[src/core/pamux_regs.svh]
// Constants of the pin alternate-function multiplexer: field positions,
// pin-mode encodings, serial-mode codes, reset values and strap timing.
// Assumes inclusion by name only; holds definitions and nothing else.
//
// Functional notes
// - Timer2 ch4 drives port_a_bit2 if remap bit7 clear, output enabled, alt output.
// - Timer2 ch4 capture reads port_a_bit2 only while remap bit7 is clear.
// - Port_a_bit2 is serial2 open-drain TWI clock in TWI mode, timer not claiming pin.
// - Serial2 SPI master clock drives port_a_bit2 under the same timer and remap conditions.
// - Serial2 SPI slave clock is taken from port_a_bit2.
// - Serial2 SPI slave select is taken from port_a_bit3 in SPI slave mode.
// - CPU trace clock drives port_a_bit3 when trace on, alt output, timer not claiming.
// - Timer2 ch2 drives port_a_bit3 if remap bit5 clear; capture reads it then too.
// - Port_a_bit4 connects to analog input four when its field selects analog.
// - Packet trace frame drives port_a_bit4 with core trace off, packet trace on.
// - Trace data bit2 drives port_a_bit4 with 4-wire trace selected and enabled.
// - Port_a_bit5 connects to analog input five when its field selects analog.
// - Packet trace data drives port_a_bit5 with core trace off, packet trace on.
// - Low strap on port_a_bit5 around reset starts the factory boot monitor.
// - Trace data bit3 drives port_a_bit5 with 4-wire trace selected and enabled.
// - Timer1 ch3 drives port_a_bit6 when its output enable is set, alt output.
// - Timer1 ch3 capture always reads port_a_bit6, never remapped.
// - Serial1 SPI slave data out drives port_b_bit1 unless timer claims pin.
// - Serial1 SPI master data out drives port_b_bit1 under the same conditions.
// - Port_b_bit1 is serial1 open-drain TWI data in TWI mode, timer not claiming.
// - Serial1 UART transmit drives port_b_bit1 in UART mode, timer not claiming.
// - Serial2 data out on port_a_bit0: push-pull SPI slave, open-drain in TWI.
`ifndef PAMUX_REGS_SVH
`define PAMUX_REGS_SVH

// ****************************************************************
// Pin indices on the pad bus
// ****************************************************************
`define PAMUX_NPINS 7
`define PAMUX_PIN_PA0 0
`define PAMUX_PIN_PA2 1
`define PAMUX_PIN_PA3 2
`define PAMUX_PIN_PA4 3
`define PAMUX_PIN_PA5 4
`define PAMUX_PIN_PA6 5
`define PAMUX_PIN_PB1 6

// ****************************************************************
// Configuration field positions (low bit of each 4-bit field)
// ****************************************************************
`define PAMUX_FLD_PA0 0
`define PAMUX_FLD_PA2 8
`define PAMUX_FLD_PA3 12
`define PAMUX_FLD_PA4 0
`define PAMUX_FLD_PA5 4
`define PAMUX_FLD_PA6 8
`define PAMUX_FLD_PB1 4
`define PAMUX_CFG_RESET 16'h4444

// ****************************************************************
// Pin-mode codes
// ****************************************************************
`define PAMUX_MODE_ANALOG 4'h0
`define PAMUX_MODE_GPIO_PP 4'h1
`define PAMUX_MODE_INPUT 4'h4
`define PAMUX_MODE_GPIO_OD 4'h5
`define PAMUX_MODE_ALT_PP 4'h9
`define PAMUX_MODE_ALT_OD 4'hd

// ****************************************************************
// Timer remap and enable bits, serial controls
// ****************************************************************
`define PAMUX_T2_REMAP_CH4 7
`define PAMUX_T2_REMAP_CH2 5
`define PAMUX_T2_REMAP_SC1 4
`define PAMUX_T2_OE_CH2 1
`define PAMUX_T2_OE_CH4 3
`define PAMUX_T1_OE_CH3 2
`define PAMUX_SPI_MASTER_BIT 4
`define PAMUX_SER_OFF 2'h0
`define PAMUX_SER_UART 2'h1
`define PAMUX_SER_SPI 2'h2
`define PAMUX_SER_TWI 2'h3

// ****************************************************************
// Boot strap timing
// ****************************************************************
`define PAMUX_CLK_PERIOD_NS 100
`define PAMUX_STRAP_HOLD_NS 1000
`define PAMUX_STRAP_CYCLES ((`PAMUX_STRAP_HOLD_NS + `PAMUX_CLK_PERIOD_NS - 1) / `PAMUX_CLK_PERIOD_NS)

`endif

[src/core/pamux_pkg.sv]
// Types shared by the pin multiplexer and its pad stage.
// Assumes the constants header is on the include path.
`include "pamux_regs.svh"

package pamux_pkg;

	// One candidate drive request for a pad
	typedef struct packed {
		logic valid;
		logic od;
		logic data;
	} pamux_alt_t;

	// Trace interface controls from the core
	typedef struct packed {
		logic core_trace_en;
		logic sync4_sel;
		logic packet_trace_en;
	} pamux_trace_t;

	typedef enum logic [2:0] {
		PAMUX_BOOT_RST = 3'b001,
		PAMUX_BOOT_HOLD = 3'b010,
		PAMUX_BOOT_DONE = 3'b100
	} pamux_boot_t;

endpackage

[src/core/pamux_pin.sv]
// Output stage of one pad: GPIO, alternate push-pull or open-drain,
// analog. Assumes the mode field and requests are synchronous to clk.
`timescale 1ns/100ps
`include "pamux_regs.svh"

module pamux_pin (
	// Clock and reset
	input wire logic clk,
	input wire logic rstn,
	// Selection
	input wire logic [3:0] mode,
	input wire logic force_release,
	input wire pamux_pkg::pamux_alt_t alt,
	input wire logic gpio_data,
	// Pad side
	output logic pad_out,
	output logic pad_oe_n,
	output logic analog_sel
);
	import pamux_pkg::*;

	logic pad_out_nxt;
	logic pad_oe_n_nxt;
	wire is_analog = (mode == `PAMUX_MODE_ANALOG);
	wire is_gpio_pp = (mode == `PAMUX_MODE_GPIO_PP);
	wire is_gpio_od = (mode == `PAMUX_MODE_GPIO_OD);
	wire is_alt = (mode == `PAMUX_MODE_ALT_PP) || (mode == `PAMUX_MODE_ALT_OD);

	// Open-drain drives low only; a high is a released pad
	always_comb begin
		pad_out_nxt = 1'b0;
		pad_oe_n_nxt = 1'b1;
		if (force_release || is_analog) begin
			pad_oe_n_nxt = 1'b1;
		end else if (is_alt && alt.valid) begin
			pad_out_nxt = alt.od ? 1'b0 : alt.data;
			pad_oe_n_nxt = alt.od ? alt.data : 1'b0;
		end else if (is_gpio_pp || is_alt) begin
			pad_out_nxt = gpio_data;
			pad_oe_n_nxt = 1'b0;
		end else if (is_gpio_od) begin
			pad_oe_n_nxt = gpio_data;
		end
	end

	always_ff @(posedge clk) begin
		if (!rstn) begin
			pad_out <= 1'b0;
			pad_oe_n <= 1'b1;
			analog_sel <= 1'b0;
		end else begin
			pad_out <= pad_out_nxt;
			pad_oe_n <= pad_oe_n_nxt;
			analog_sel <= is_analog && !force_release;
		end
	end

endmodule

[src/core/pamux_top.sv]
// Alternate-function multiplexer for seven module pads: selects timer,
// serial, trace, analog or GPIO use and catches the boot strap.
// Assumes all inputs synchronous to clk; pad wires resolved outside.
`timescale 1ns/100ps
`include "pamux_regs.svh"

module pamux_top #(
	parameter int STRAP_CYCLES = `PAMUX_STRAP_CYCLES
) (
	// Clock and reset
	input wire logic clk,
	input wire logic rstn,
	// Pads
	input wire logic [`PAMUX_NPINS-1:0] pad_in,
	output logic [`PAMUX_NPINS-1:0] pad_out,
	output logic [`PAMUX_NPINS-1:0] pad_oe_n,
	// Port configuration and GPIO data
	input wire logic [15:0] port_a_low_pin_config,
	input wire logic [15:0] port_a_high_pin_config,
	input wire logic [15:0] port_b_low_pin_config,
	input wire logic [`PAMUX_NPINS-1:0] gpio_out_data,
	output logic [`PAMUX_NPINS-1:0] gpio_in_data,
	// Timers
	input wire logic [7:0] timer_two_remap_option,
	input wire logic [3:0] timer_two_channel_output_enables,
	input wire logic [3:0] timer_one_channel_output_enables,
	input wire logic timer_two_channel_four_out,
	input wire logic timer_two_channel_two_out,
	input wire logic timer_one_channel_three_out,
	output logic timer_two_channel_four_capture,
	output logic timer_two_channel_two_capture,
	output logic timer_one_channel_three_capture,
	// Serial controller 2
	input wire logic [1:0] serial2_mode_select,
	input wire logic [7:0] serial2_spi_config,
	input wire logic serial2_spi_clock_out,
	input wire logic serial2_twi_clock_out,
	input wire logic serial2_data_out,
	output logic serial2_spi_clock_in,
	output logic serial2_spi_slave_select_n,
	output logic serial2_twi_clock_in,
	// Serial controller 1
	input wire logic [1:0] serial1_mode_select,
	input wire logic [7:0] serial1_spi_config,
	input wire logic serial1_spi_slave_out,
	input wire logic serial1_spi_master_out,
	input wire logic serial1_twi_data_out,
	input wire logic serial1_uart_transmit,
	output logic serial1_twi_data_in,
	// Trace
	input wire pamux_pkg::pamux_trace_t trace_ctl,
	input wire logic cpu_trace_clock,
	input wire logic cpu_trace_data_bit2,
	input wire logic cpu_trace_data_bit3,
	input wire logic packet_trace_frame,
	input wire logic packet_trace_serial_data,
	// Analog connections
	output logic analog_input_four,
	output logic analog_input_five,
	// Boot strap
	output logic factory_boot_monitor,
	output logic boot_strap_valid
);
	import pamux_pkg::*;

	// ****************************************************************
	// Elaboration checks
	// ****************************************************************
	generate
		if (STRAP_CYCLES < 1 || STRAP_CYCLES > 255) begin : g_bad_strap
			$error("STRAP_CYCLES must lie in 1..255");
		end
	endgenerate

	// ****************************************************************
	// Pin mode fields
	// ****************************************************************
	wire [3:0] mode_pa0 = port_a_low_pin_config[`PAMUX_FLD_PA0 +: 4];
	wire [3:0] mode_pa2 = port_a_low_pin_config[`PAMUX_FLD_PA2 +: 4];
	wire [3:0] mode_pa3 = port_a_low_pin_config[`PAMUX_FLD_PA3 +: 4];
	wire [3:0] mode_pa4 = port_a_high_pin_config[`PAMUX_FLD_PA4 +: 4];
	wire [3:0] mode_pa5 = port_a_high_pin_config[`PAMUX_FLD_PA5 +: 4];
	wire [3:0] mode_pa6 = port_a_high_pin_config[`PAMUX_FLD_PA6 +: 4];
	wire [3:0] mode_pb1 = port_b_low_pin_config[`PAMUX_FLD_PB1 +: 4];

	wire pa0_pp = (mode_pa0 == `PAMUX_MODE_ALT_PP);
	wire pa0_od = (mode_pa0 == `PAMUX_MODE_ALT_OD);
	wire pa2_pp = (mode_pa2 == `PAMUX_MODE_ALT_PP);
	wire pa2_od = (mode_pa2 == `PAMUX_MODE_ALT_OD);
	wire pa3_pp = (mode_pa3 == `PAMUX_MODE_ALT_PP);
	wire pa4_pp = (mode_pa4 == `PAMUX_MODE_ALT_PP);
	wire pa5_pp = (mode_pa5 == `PAMUX_MODE_ALT_PP);
	wire pa6_pp = (mode_pa6 == `PAMUX_MODE_ALT_PP);
	wire pb1_pp = (mode_pb1 == `PAMUX_MODE_ALT_PP);
	wire pb1_od = (mode_pb1 == `PAMUX_MODE_ALT_OD);

	// ****************************************************************
	// Timer ownership
	// ****************************************************************
	wire remap_ch4 = timer_two_remap_option[`PAMUX_T2_REMAP_CH4];
	wire remap_ch2 = timer_two_remap_option[`PAMUX_T2_REMAP_CH2];
	wire remap_sc1 = timer_two_remap_option[`PAMUX_T2_REMAP_SC1];
	wire t2_ch4_oe = timer_two_channel_output_enables[`PAMUX_T2_OE_CH4];
	wire t2_ch2_oe = timer_two_channel_output_enables[`PAMUX_T2_OE_CH2];
	wire t1_ch3_oe = timer_one_channel_output_enables[`PAMUX_T1_OE_CH3];
	// Timer claims a pad only when enabled and not remapped away
	wire t2_ch4_here = t2_ch4_oe && !remap_ch4;
	wire t2_ch2_here = t2_ch2_oe && !remap_ch2;
	// Port_b_bit1 is released by the timer when its remap bit is clear
	wire pb1_free = !t2_ch4_oe || !remap_sc1;
	wire pa2_free = !t2_ch4_oe || remap_ch4;
	wire pa3_free = !t2_ch2_oe || remap_ch2;

	// ****************************************************************
	// Serial controller modes
	// ****************************************************************
	wire sc2_spi = (serial2_mode_select == `PAMUX_SER_SPI);
	wire sc2_twi = (serial2_mode_select == `PAMUX_SER_TWI);
	wire sc2_master = serial2_spi_config[`PAMUX_SPI_MASTER_BIT];
	wire sc1_spi = (serial1_mode_select == `PAMUX_SER_SPI);
	wire sc1_twi = (serial1_mode_select == `PAMUX_SER_TWI);
	wire sc1_uart = (serial1_mode_select == `PAMUX_SER_UART);
	wire sc1_master = serial1_spi_config[`PAMUX_SPI_MASTER_BIT];

	wire core_trace = trace_ctl.core_trace_en;
	wire sync4_trace = trace_ctl.core_trace_en && trace_ctl.sync4_sel;
	wire pkt_trace = !trace_ctl.core_trace_en && trace_ctl.packet_trace_en;

	// ****************************************************************
	// Drive requests per pad
	// ****************************************************************
	pamux_alt_t alt [`PAMUX_NPINS];
	logic [3:0] mode [`PAMUX_NPINS];
	logic release_pin [`PAMUX_NPINS];
	pamux_boot_t boot_r;
	pamux_boot_t boot_nxt;

	// Port_a_bit0: serial 2 data out
	wire pa0_spi = sc2_spi && !sc2_master && pa0_pp;
	wire pa0_twi = sc2_twi && pa0_od;
	assign alt[`PAMUX_PIN_PA0] = '{valid: pa0_spi || pa0_twi, od: pa0_twi, data: serial2_data_out};

	// Port_a_bit2: timer wins over serial 2 while it owns the pad
	wire pa2_tim = t2_ch4_here && pa2_pp;
	wire pa2_twi = sc2_twi && pa2_od && pa2_free;
	wire pa2_spi = sc2_spi && sc2_master && pa2_pp && pa2_free;
	wire pa2_data = pa2_tim ? timer_two_channel_four_out :
		pa2_twi ? serial2_twi_clock_out : serial2_spi_clock_out;
	assign alt[`PAMUX_PIN_PA2] = '{valid: pa2_tim || pa2_twi || pa2_spi, od: pa2_twi, data: pa2_data};

	// Port_a_bit3: timer channel 2 or CPU trace clock
	wire pa3_tim = t2_ch2_here && pa3_pp;
	wire pa3_trc = core_trace && pa3_pp && pa3_free;
	wire pa3_data = pa3_tim ? timer_two_channel_two_out : cpu_trace_clock;
	assign alt[`PAMUX_PIN_PA3] = '{valid: pa3_tim || pa3_trc, od: 1'b0, data: pa3_data};

	// Port_a_bit4: trace data bit 2 or packet trace frame
	wire pa4_trc = sync4_trace && pa4_pp;
	wire pa4_pkt = pkt_trace && pa4_pp;
	wire pa4_data = pa4_trc ? cpu_trace_data_bit2 : packet_trace_frame;
	assign alt[`PAMUX_PIN_PA4] = '{valid: pa4_trc || pa4_pkt, od: 1'b0, data: pa4_data};

	// Port_a_bit5: trace data bit 3 or packet trace data
	wire pa5_trc = sync4_trace && pa5_pp;
	wire pa5_pkt = pkt_trace && pa5_pp;
	wire pa5_data = pa5_trc ? cpu_trace_data_bit3 : packet_trace_serial_data;
	assign alt[`PAMUX_PIN_PA5] = '{valid: pa5_trc || pa5_pkt, od: 1'b0, data: pa5_data};

	// Port_a_bit6: timer 1 channel 3, high-current pad
	assign alt[`PAMUX_PIN_PA6] = '{valid: t1_ch3_oe && pa6_pp, od: 1'b0, data: timer_one_channel_three_out};

	// Port_b_bit1: serial 1 data out in any of its modes
	wire pb1_slv = sc1_spi && !sc1_master && pb1_pp && pb1_free;
	wire pb1_mst = sc1_spi && sc1_master && pb1_pp && pb1_free;
	wire pb1_twi = sc1_twi && pb1_od && pb1_free;
	wire pb1_uart = sc1_uart && pb1_pp && pb1_free;
	wire pb1_data = pb1_slv ? serial1_spi_slave_out :
		pb1_mst ? serial1_spi_master_out :
		pb1_twi ? serial1_twi_data_out : serial1_uart_transmit;
	assign alt[`PAMUX_PIN_PB1] = '{valid: pb1_slv || pb1_mst || pb1_twi || pb1_uart, od: pb1_twi, data: pb1_data};

	assign mode[`PAMUX_PIN_PA0] = mode_pa0;
	assign mode[`PAMUX_PIN_PA2] = mode_pa2;
	assign mode[`PAMUX_PIN_PA3] = mode_pa3;
	assign mode[`PAMUX_PIN_PA4] = mode_pa4;
	assign mode[`PAMUX_PIN_PA5] = mode_pa5;
	assign mode[`PAMUX_PIN_PA6] = mode_pa6;
	assign mode[`PAMUX_PIN_PB1] = mode_pb1;

	// ****************************************************************
	// Pad stages
	// ****************************************************************
	logic [`PAMUX_NPINS-1:0] analog_sel;

	genvar gi;
	generate
		for (gi = 0; gi < `PAMUX_NPINS; gi++) begin : g_pin
			// Strap pad stays an input until the strap has been taken
			assign release_pin[gi] = (gi == `PAMUX_PIN_PA5) && (boot_r != PAMUX_BOOT_DONE);
			pamux_pin u_pin (
				.clk(clk),
				.rstn(rstn),
				.mode(mode[gi]),
				.force_release(release_pin[gi]),
				.alt(alt[gi]),
				.gpio_data(gpio_out_data[gi]),
				.pad_out(pad_out[gi]),
				.pad_oe_n(pad_oe_n[gi]),
				.analog_sel(analog_sel[gi])
			);
		end
	endgenerate

	assign analog_input_four = analog_sel[`PAMUX_PIN_PA4];
	assign analog_input_five = analog_sel[`PAMUX_PIN_PA5];

	// ****************************************************************
	// Input routing
	// ****************************************************************
	wire in_pa2 = pad_in[`PAMUX_PIN_PA2];
	wire in_pa3 = pad_in[`PAMUX_PIN_PA3];
	wire in_pa6 = pad_in[`PAMUX_PIN_PA6];
	wire in_pb1 = pad_in[`PAMUX_PIN_PB1];
	// Idle levels: capture low, clocks low, selects and TWI lines high
	wire t2c4_cap_nxt = !remap_ch4 && in_pa2;
	wire t2c2_cap_nxt = !remap_ch2 && in_pa3;
	wire sc2_sclk_nxt = sc2_spi && !sc2_master && in_pa2;
	wire sc2_ssel_nxt = !(sc2_spi && !sc2_master) || in_pa3;
	wire sc2_scl_nxt = !sc2_twi || in_pa2;
	wire sc1_sda_nxt = !sc1_twi || in_pb1;

	always_ff @(posedge clk) begin
		if (!rstn) begin
			timer_two_channel_four_capture <= 1'b0;
			timer_two_channel_two_capture <= 1'b0;
			timer_one_channel_three_capture <= 1'b0;
			serial2_spi_clock_in <= 1'b0;
			serial2_spi_slave_select_n <= 1'b1;
			serial2_twi_clock_in <= 1'b1;
			serial1_twi_data_in <= 1'b1;
			gpio_in_data <= '0;
		end else begin
			timer_two_channel_four_capture <= t2c4_cap_nxt;
			timer_two_channel_two_capture <= t2c2_cap_nxt;
			timer_one_channel_three_capture <= in_pa6;
			serial2_spi_clock_in <= sc2_sclk_nxt;
			serial2_spi_slave_select_n <= sc2_ssel_nxt;
			serial2_twi_clock_in <= sc2_scl_nxt;
			serial1_twi_data_in <= sc1_sda_nxt;
			gpio_in_data <= pad_in;
		end
	end

	// ****************************************************************
	// Boot strap capture
	// ****************************************************************
	// Sampled every cycle in reset and for STRAP_CYCLES after release;
	// the last sample decides, so a late-settling strap still counts.
	logic [7:0] hold_cnt_r;
	logic strap_low_r;
	wire hold_last = (hold_cnt_r == 8'(STRAP_CYCLES - 1));

	always_comb begin
		boot_nxt = boot_r;
		case (boot_r)
			PAMUX_BOOT_RST: boot_nxt = PAMUX_BOOT_HOLD;
			PAMUX_BOOT_HOLD: boot_nxt = hold_last ? PAMUX_BOOT_DONE : PAMUX_BOOT_HOLD;
			PAMUX_BOOT_DONE: boot_nxt = PAMUX_BOOT_DONE;
			default: boot_nxt = PAMUX_BOOT_RST;
		endcase
	end

	always_ff @(posedge clk) begin
		if (!rstn) begin
			boot_r <= PAMUX_BOOT_RST;
			hold_cnt_r <= 8'h00;
		end else begin
			boot_r <= boot_nxt;
			hold_cnt_r <= (boot_r == PAMUX_BOOT_HOLD) ? hold_cnt_r + 8'h01 : 8'h00;
		end
	end

	// Clocked sampling, also while reset is held
	always_ff @(posedge clk) begin
		if (!rstn || boot_r != PAMUX_BOOT_DONE) begin
			strap_low_r <= !pad_in[`PAMUX_PIN_PA5];
		end
	end

	always_ff @(posedge clk) begin
		if (!rstn) begin
			factory_boot_monitor <= 1'b0;
			boot_strap_valid <= 1'b0;
		end else if (boot_r == PAMUX_BOOT_HOLD && hold_last) begin
			factory_boot_monitor <= strap_low_r;
			boot_strap_valid <= 1'b1;
		end
	end

endmodule

[config.mk]
export PLATFORM = sky130hd
export DESIGN_NAME = pamux_top
export DESIGN_NICKNAME = d
export VERILOG_FILES = /design/src/core/pamux_pkg.sv /design/src/core/pamux_pin.sv /design/src/core/pamux_top.sv
export VERILOG_INCLUDE_DIRS = /design/src /design/src/core
export SDC_FILE = /design/constraint.sdc
export NUM_CORES = 1
export LEC_CHECK = 0
export ABC_AREA = 1
export CAP_MARGIN = 0
export CORE_ASPECT_RATIO = 2
export CORE_MARGIN = 2
export CORE_UTILIZATION = 50
export CTS_CLUSTER_SIZE = 30
export DETAILED_ROUTE_END_ITERATION = 6
export DONT_BUFFER_PORTS = 1
export PLACE_DENSITY = 0.68
export SLEW_MARGIN = 0
export SYNTH_ARGS = -nofsm -noshare
export SYNTH_HDL_FRONTEND = slang
export SYNTH_SLANG_ARGS = --single-unit
export TNS_END_PERCENT = 30
[constraint.sdc]
create_clock -name clk -period 1.1 [get_ports clk]
set_input_delay 0.055 -clock clk [delete_from_list [all_inputs] [get_ports clk]]
set_output_delay 0.055 -clock clk [all_outputs]
set_load 0.01 [all_outputs]
==> summary.md <==
| Metric | Value |
|---|---|
| Status | `finished with violations` |
| Violated checks | `negative hold slack, negative setup slack` |
| Layout overhead on the synthesized area | `35.9%` |
| Setup crit start kind | `register` |
| Drt pass-1 iters | `4` |
| H-tree levels | `2` |
| Avg Cell Area, Syn | `7.06 sq um` |
| Final setup vio count | `7` |
| Detail Placement HPWL | `around 3.9 mm` |
| Worst Max-Slew Pin Slew | `about 0.31 ns` |
| CTS Buffer Depth | `2` |
| Clock Skew | `around 0.0078 ns` |
| Worst min path class | `input port to register` |
| Adder-Cell Fraction of Synth Area | `under 10%` |
| Area after DPL | `2160 sq um` |
| Critical Path Fanout Max | `4` |
| WP data arrival | `1.38 ns` |
| Post-synth top area share | `between 30% and 40%` |
| Fin crit share | `108%` |
| DRT Wirelength | `roughly 5.8 mm` |
| Setup bufs post-CTS | `0` |
| DR DRC count | `0` |
| Placer Congestion | `around 0.84` |
| R2R cell count | `7` |
| Tot Pwr | `3.39 mW` |
| Synth area leader | `dfxtp_1` |
| Setup TNS | `-0.478 ns` |
| Worst setup startpoint | `hold_cnt_r[0]` |
| Clock root cell | `clkbuf_8` |
| CP required | `between 1 and 1.5 ns` |
| Share of cells above drive strength 1 | `between 10% and 20%` |
| Setup WS post-layout | `-0.0931 ns` |
| Vias in the first global route | `approximately 2200` |
| Die Y-Extent | `about 97 um` |
| PD cells | `~1200 nW/um^2` |
| CP Capture Type | `register` |
| Post-DR wirelength/cell | `about 14 um` |
| CTS sink cnt | `43` |
| CP peak stage delay | `approximately 0.38 ns` |
| Count of buffer and inverter cells on the critical path | `2` |
| XOR/XNOR share of the synthesized area | `0%` |
| Worst setup path endpoint | `hold_cnt_r[4]` |
| FF-to-FF Start | `hold_cnt_r[0]` |
| First-pass GRT wire length | `about 9.4 mm` |
| RSZ-0062 raised after global routing | `yes` |
| Initial core utilization | `between 50% and 60%` |
| Register area share after synthesis | `between 40% and 50%` |
| Internal reg-to-reg setup slack | `-0.09 ns` |
| Via count | `2200` |
| Placed insts | `349` |
| Worst-skew pair later-pin latency | `0.30 ns` |
| Core ar. | `approximately 4100 sq um` |
| Stages on worst setup path | `7` |
| Min Tclk post-route | `approximately 1.2 ns` |
| Slew HR | `79.1%` |
| 1st-iter DRT viols | `30` |
| Yosys warning count | `0` |
| IO Port Bufs | `0` |
| Post-synthesis compound-gate area fraction | `about a tenth` |
| Initial antenna violation count | `0` |
| Die area | `around 4900 sq um` |
| Maximum vdd drop | `~0.76 mV` |
| Largest family of logic cells by synthesized area | `simple AND/OR/NAND/NOR gates` |
| Chip Width | `a little over 50 um` |
| Antenna Violating Nets Remaining | `0` |
| Crit Path Class | `register to register` |
| Syn_nets | `about 420` |
| Final cell count without fillers | `around 410` |
| Ports | `150` |
| Final hold violation count | `5` |
| Aggregate global-route resource usage | `about a quarter` |
| CP top delay family | `flip-flops` |
| Row count | `33` |
| Fmax | `0.838 GHz` |
| CP max-delay cell | `dfxtp_4` |
| Largest cells by area after synthesis | `dfxtp_1 39%, nand2_1 8.9%, inv_1 8.6%, nor2_1 7.3%, nand3_1 5.8%` |
| R2r endpoint | `hold_cnt_r[4]` |
| Inserted Diodes | `0` |
| Multiplexer share of the synthesized area | `0%` |
| Leakage | `roughly 1.3 nW` |
| WHS | `-0.162 ns` |
| Simple-gate share of the synthesized area | `roughly a third` |
| Synthesized area | `approximately 2100 sq um` |
| Slew Limit Fails | `0` |
| Largest net degree at the start of global routing | `16` |
| CTS Buf Count | `5` |
| Flop and latch count out of synthesis | `43` |
| Vias per inst | `about 5.3` |
| Gr ovfl total | `0` |
| Place WS | `-0.109 ns` |
| Clock-pin slew on the worst setup and hold paths | `about 0.090 ns` |
| Max-Cap Viols | `0` |
| Crit-path cells | `ha_1 -> nand2_1 -> nor2_1 -> inv_2 -> buf_4 -> o21ai_1 -> a21oi_1` |
| Mapped Cells | `a little over 300` |
| Yosys cell types | `34` |
| CTS tree | `built` |
| Fin nets | `between 400 and 500` |
| Fin area | `about 2900 sq um` |
-- flip-flops by register name, indices dropped and copies added (netlist names), 2 cells and up --
signal                  cells
g_pin.u_pin.pad_out         7
g_pin.u_pin.analog_sel      2
g_pin.u_pin.pad_oe_n        7
hold_cnt_r                  8
gpio_in_data                7
boot_r                      3
-- cells in the mapped netlist --
cell type / n
a211o_1: 1
a211oi_1: 1
a21oi_1: 15
a21oi_2: 1
a31oi_1: 2
and3_1: 2
buf_2: 1
buf_4: 15
clkinv_2: 1
dfxtp_1: 42
edfxtp_1: 1
ha_1: 2
inv_1: 49
inv_2: 5
nand2_1: 51
nand2_2: 4
nand2_4: 1
nand3_1: 25
nand3b_1: 2
nand4_1: 7
nor2_1: 42
nor2_2: 4
nor2_4: 1
nor3_1: 5
nor3_2: 2
nor3b_1: 1
nor4_1: 2
nor4_2: 1
o2111ai_1: 2
o211a_1: 1
o211ai_1: 4
o21ai_1: 8
o22ai_1: 2
or2_0: 1
-- final cells by class --
type                    count  area [sq um]
clock buffers               5          68.8
flip-flops and latches     43           876
inverters                  55           208
well taps                  52          65.1
multi-input cells         190          1020
clock inverters             3          43.8
fillers                   345          1210
repair buffers             65           637
-- placed cells by master (no fill, tap or decap), drive strengths merged --
master and n:
nand2 56, dlygate4sd3 54, inv 54, nor2 47, dfxtp 42, nand3 25
a21oi 16, buf 9, o21ai 8, nand4 7, nor3 7, clkbuf 5
o211ai 4, nor4 3, clkinv 3, and3 2, o2111ai 2, a31oi 2
o22ai 2, nand3b 2, dlymetal6s4s 2, ha 2, or2 1, a211o 1
o211a 1, a211oi 1, nor3b 1, bufinv 1, edfxtp 1
-- logic make-up after synthesis --
logic type,count (synthesis)
simple gates,151
compound gates,37
buf+inv,71
flops,43
fa+ha+maj,2
-- worst min-delay path by stage --
stage / cells past startpoint / from / end / slack, ns
after global routing: 1 / rstn / serial2_spi_slave_select_n / -0.16
after global placement: 1 / timer_two_remap_option[5] / timer_two_channel_two_capture / 0.13
after floorplan: 1 / timer_two_remap_option[7] / timer_two_channel_four_capture / 0.13
final: 1 / rstn / serial2_spi_slave_select_n / -0.16
after CTS: 1 / rstn / serial2_spi_slave_select_n / -0.17
after detailed placement: 1 / timer_two_remap_option[5] / timer_two_channel_two_capture / 0.13
-- where the power goes --
part	switching, mW	internal (mW)
registers	0.0561	1.62
logic	0.221	0.242
clock network	0.567	0.676
total	0.845	2.54
-- metal layers --
| layer | GRT usage (%) | share of wire (%) | vias up |
|---|---|---|---|
| met5 | 0 | 0 | - |
| met4 | 13.1 | 3.4 | 0 |
| met3 | 7.41 | 6.6 | 14 |
| met2 | 47.2 | 58 | 100 |
| met1 | 21.8 | 32 | 1014 |
| li1 | - | - | 1072 |
-- metrics by stage --
step | utilization, % | hold slack, ns
after floorplan | - | 0.127
after global placement | 52.3 | 0.128
after detailed placement | 52.3 | 0.134
after CTS | 68.5 | -0.168
after global routing | 70.6 | -0.161
final | 70.6 | -0.162
-- worst reg2reg max path: stages, from the launching register on --
cell     delay [ns]
dfxtp_4        0.38
ha_1           0.17
nand2_1        0.07
nor2_1         0.11
inv_2          0.06
buf_4          0.13
o21ai_1        0.11
a21oi_1        0.05
-- repair_timing --
action / 4_1_cts / 5_1_grt
pin swaps: 0 / 4
hold buffers: 55 / 1
endpoints found under the hold margin: 32 / 5
gates resized for setup: 2 / 23
setup endpoints to repair: 6 / 18
(Power assumes the default switching activity.)
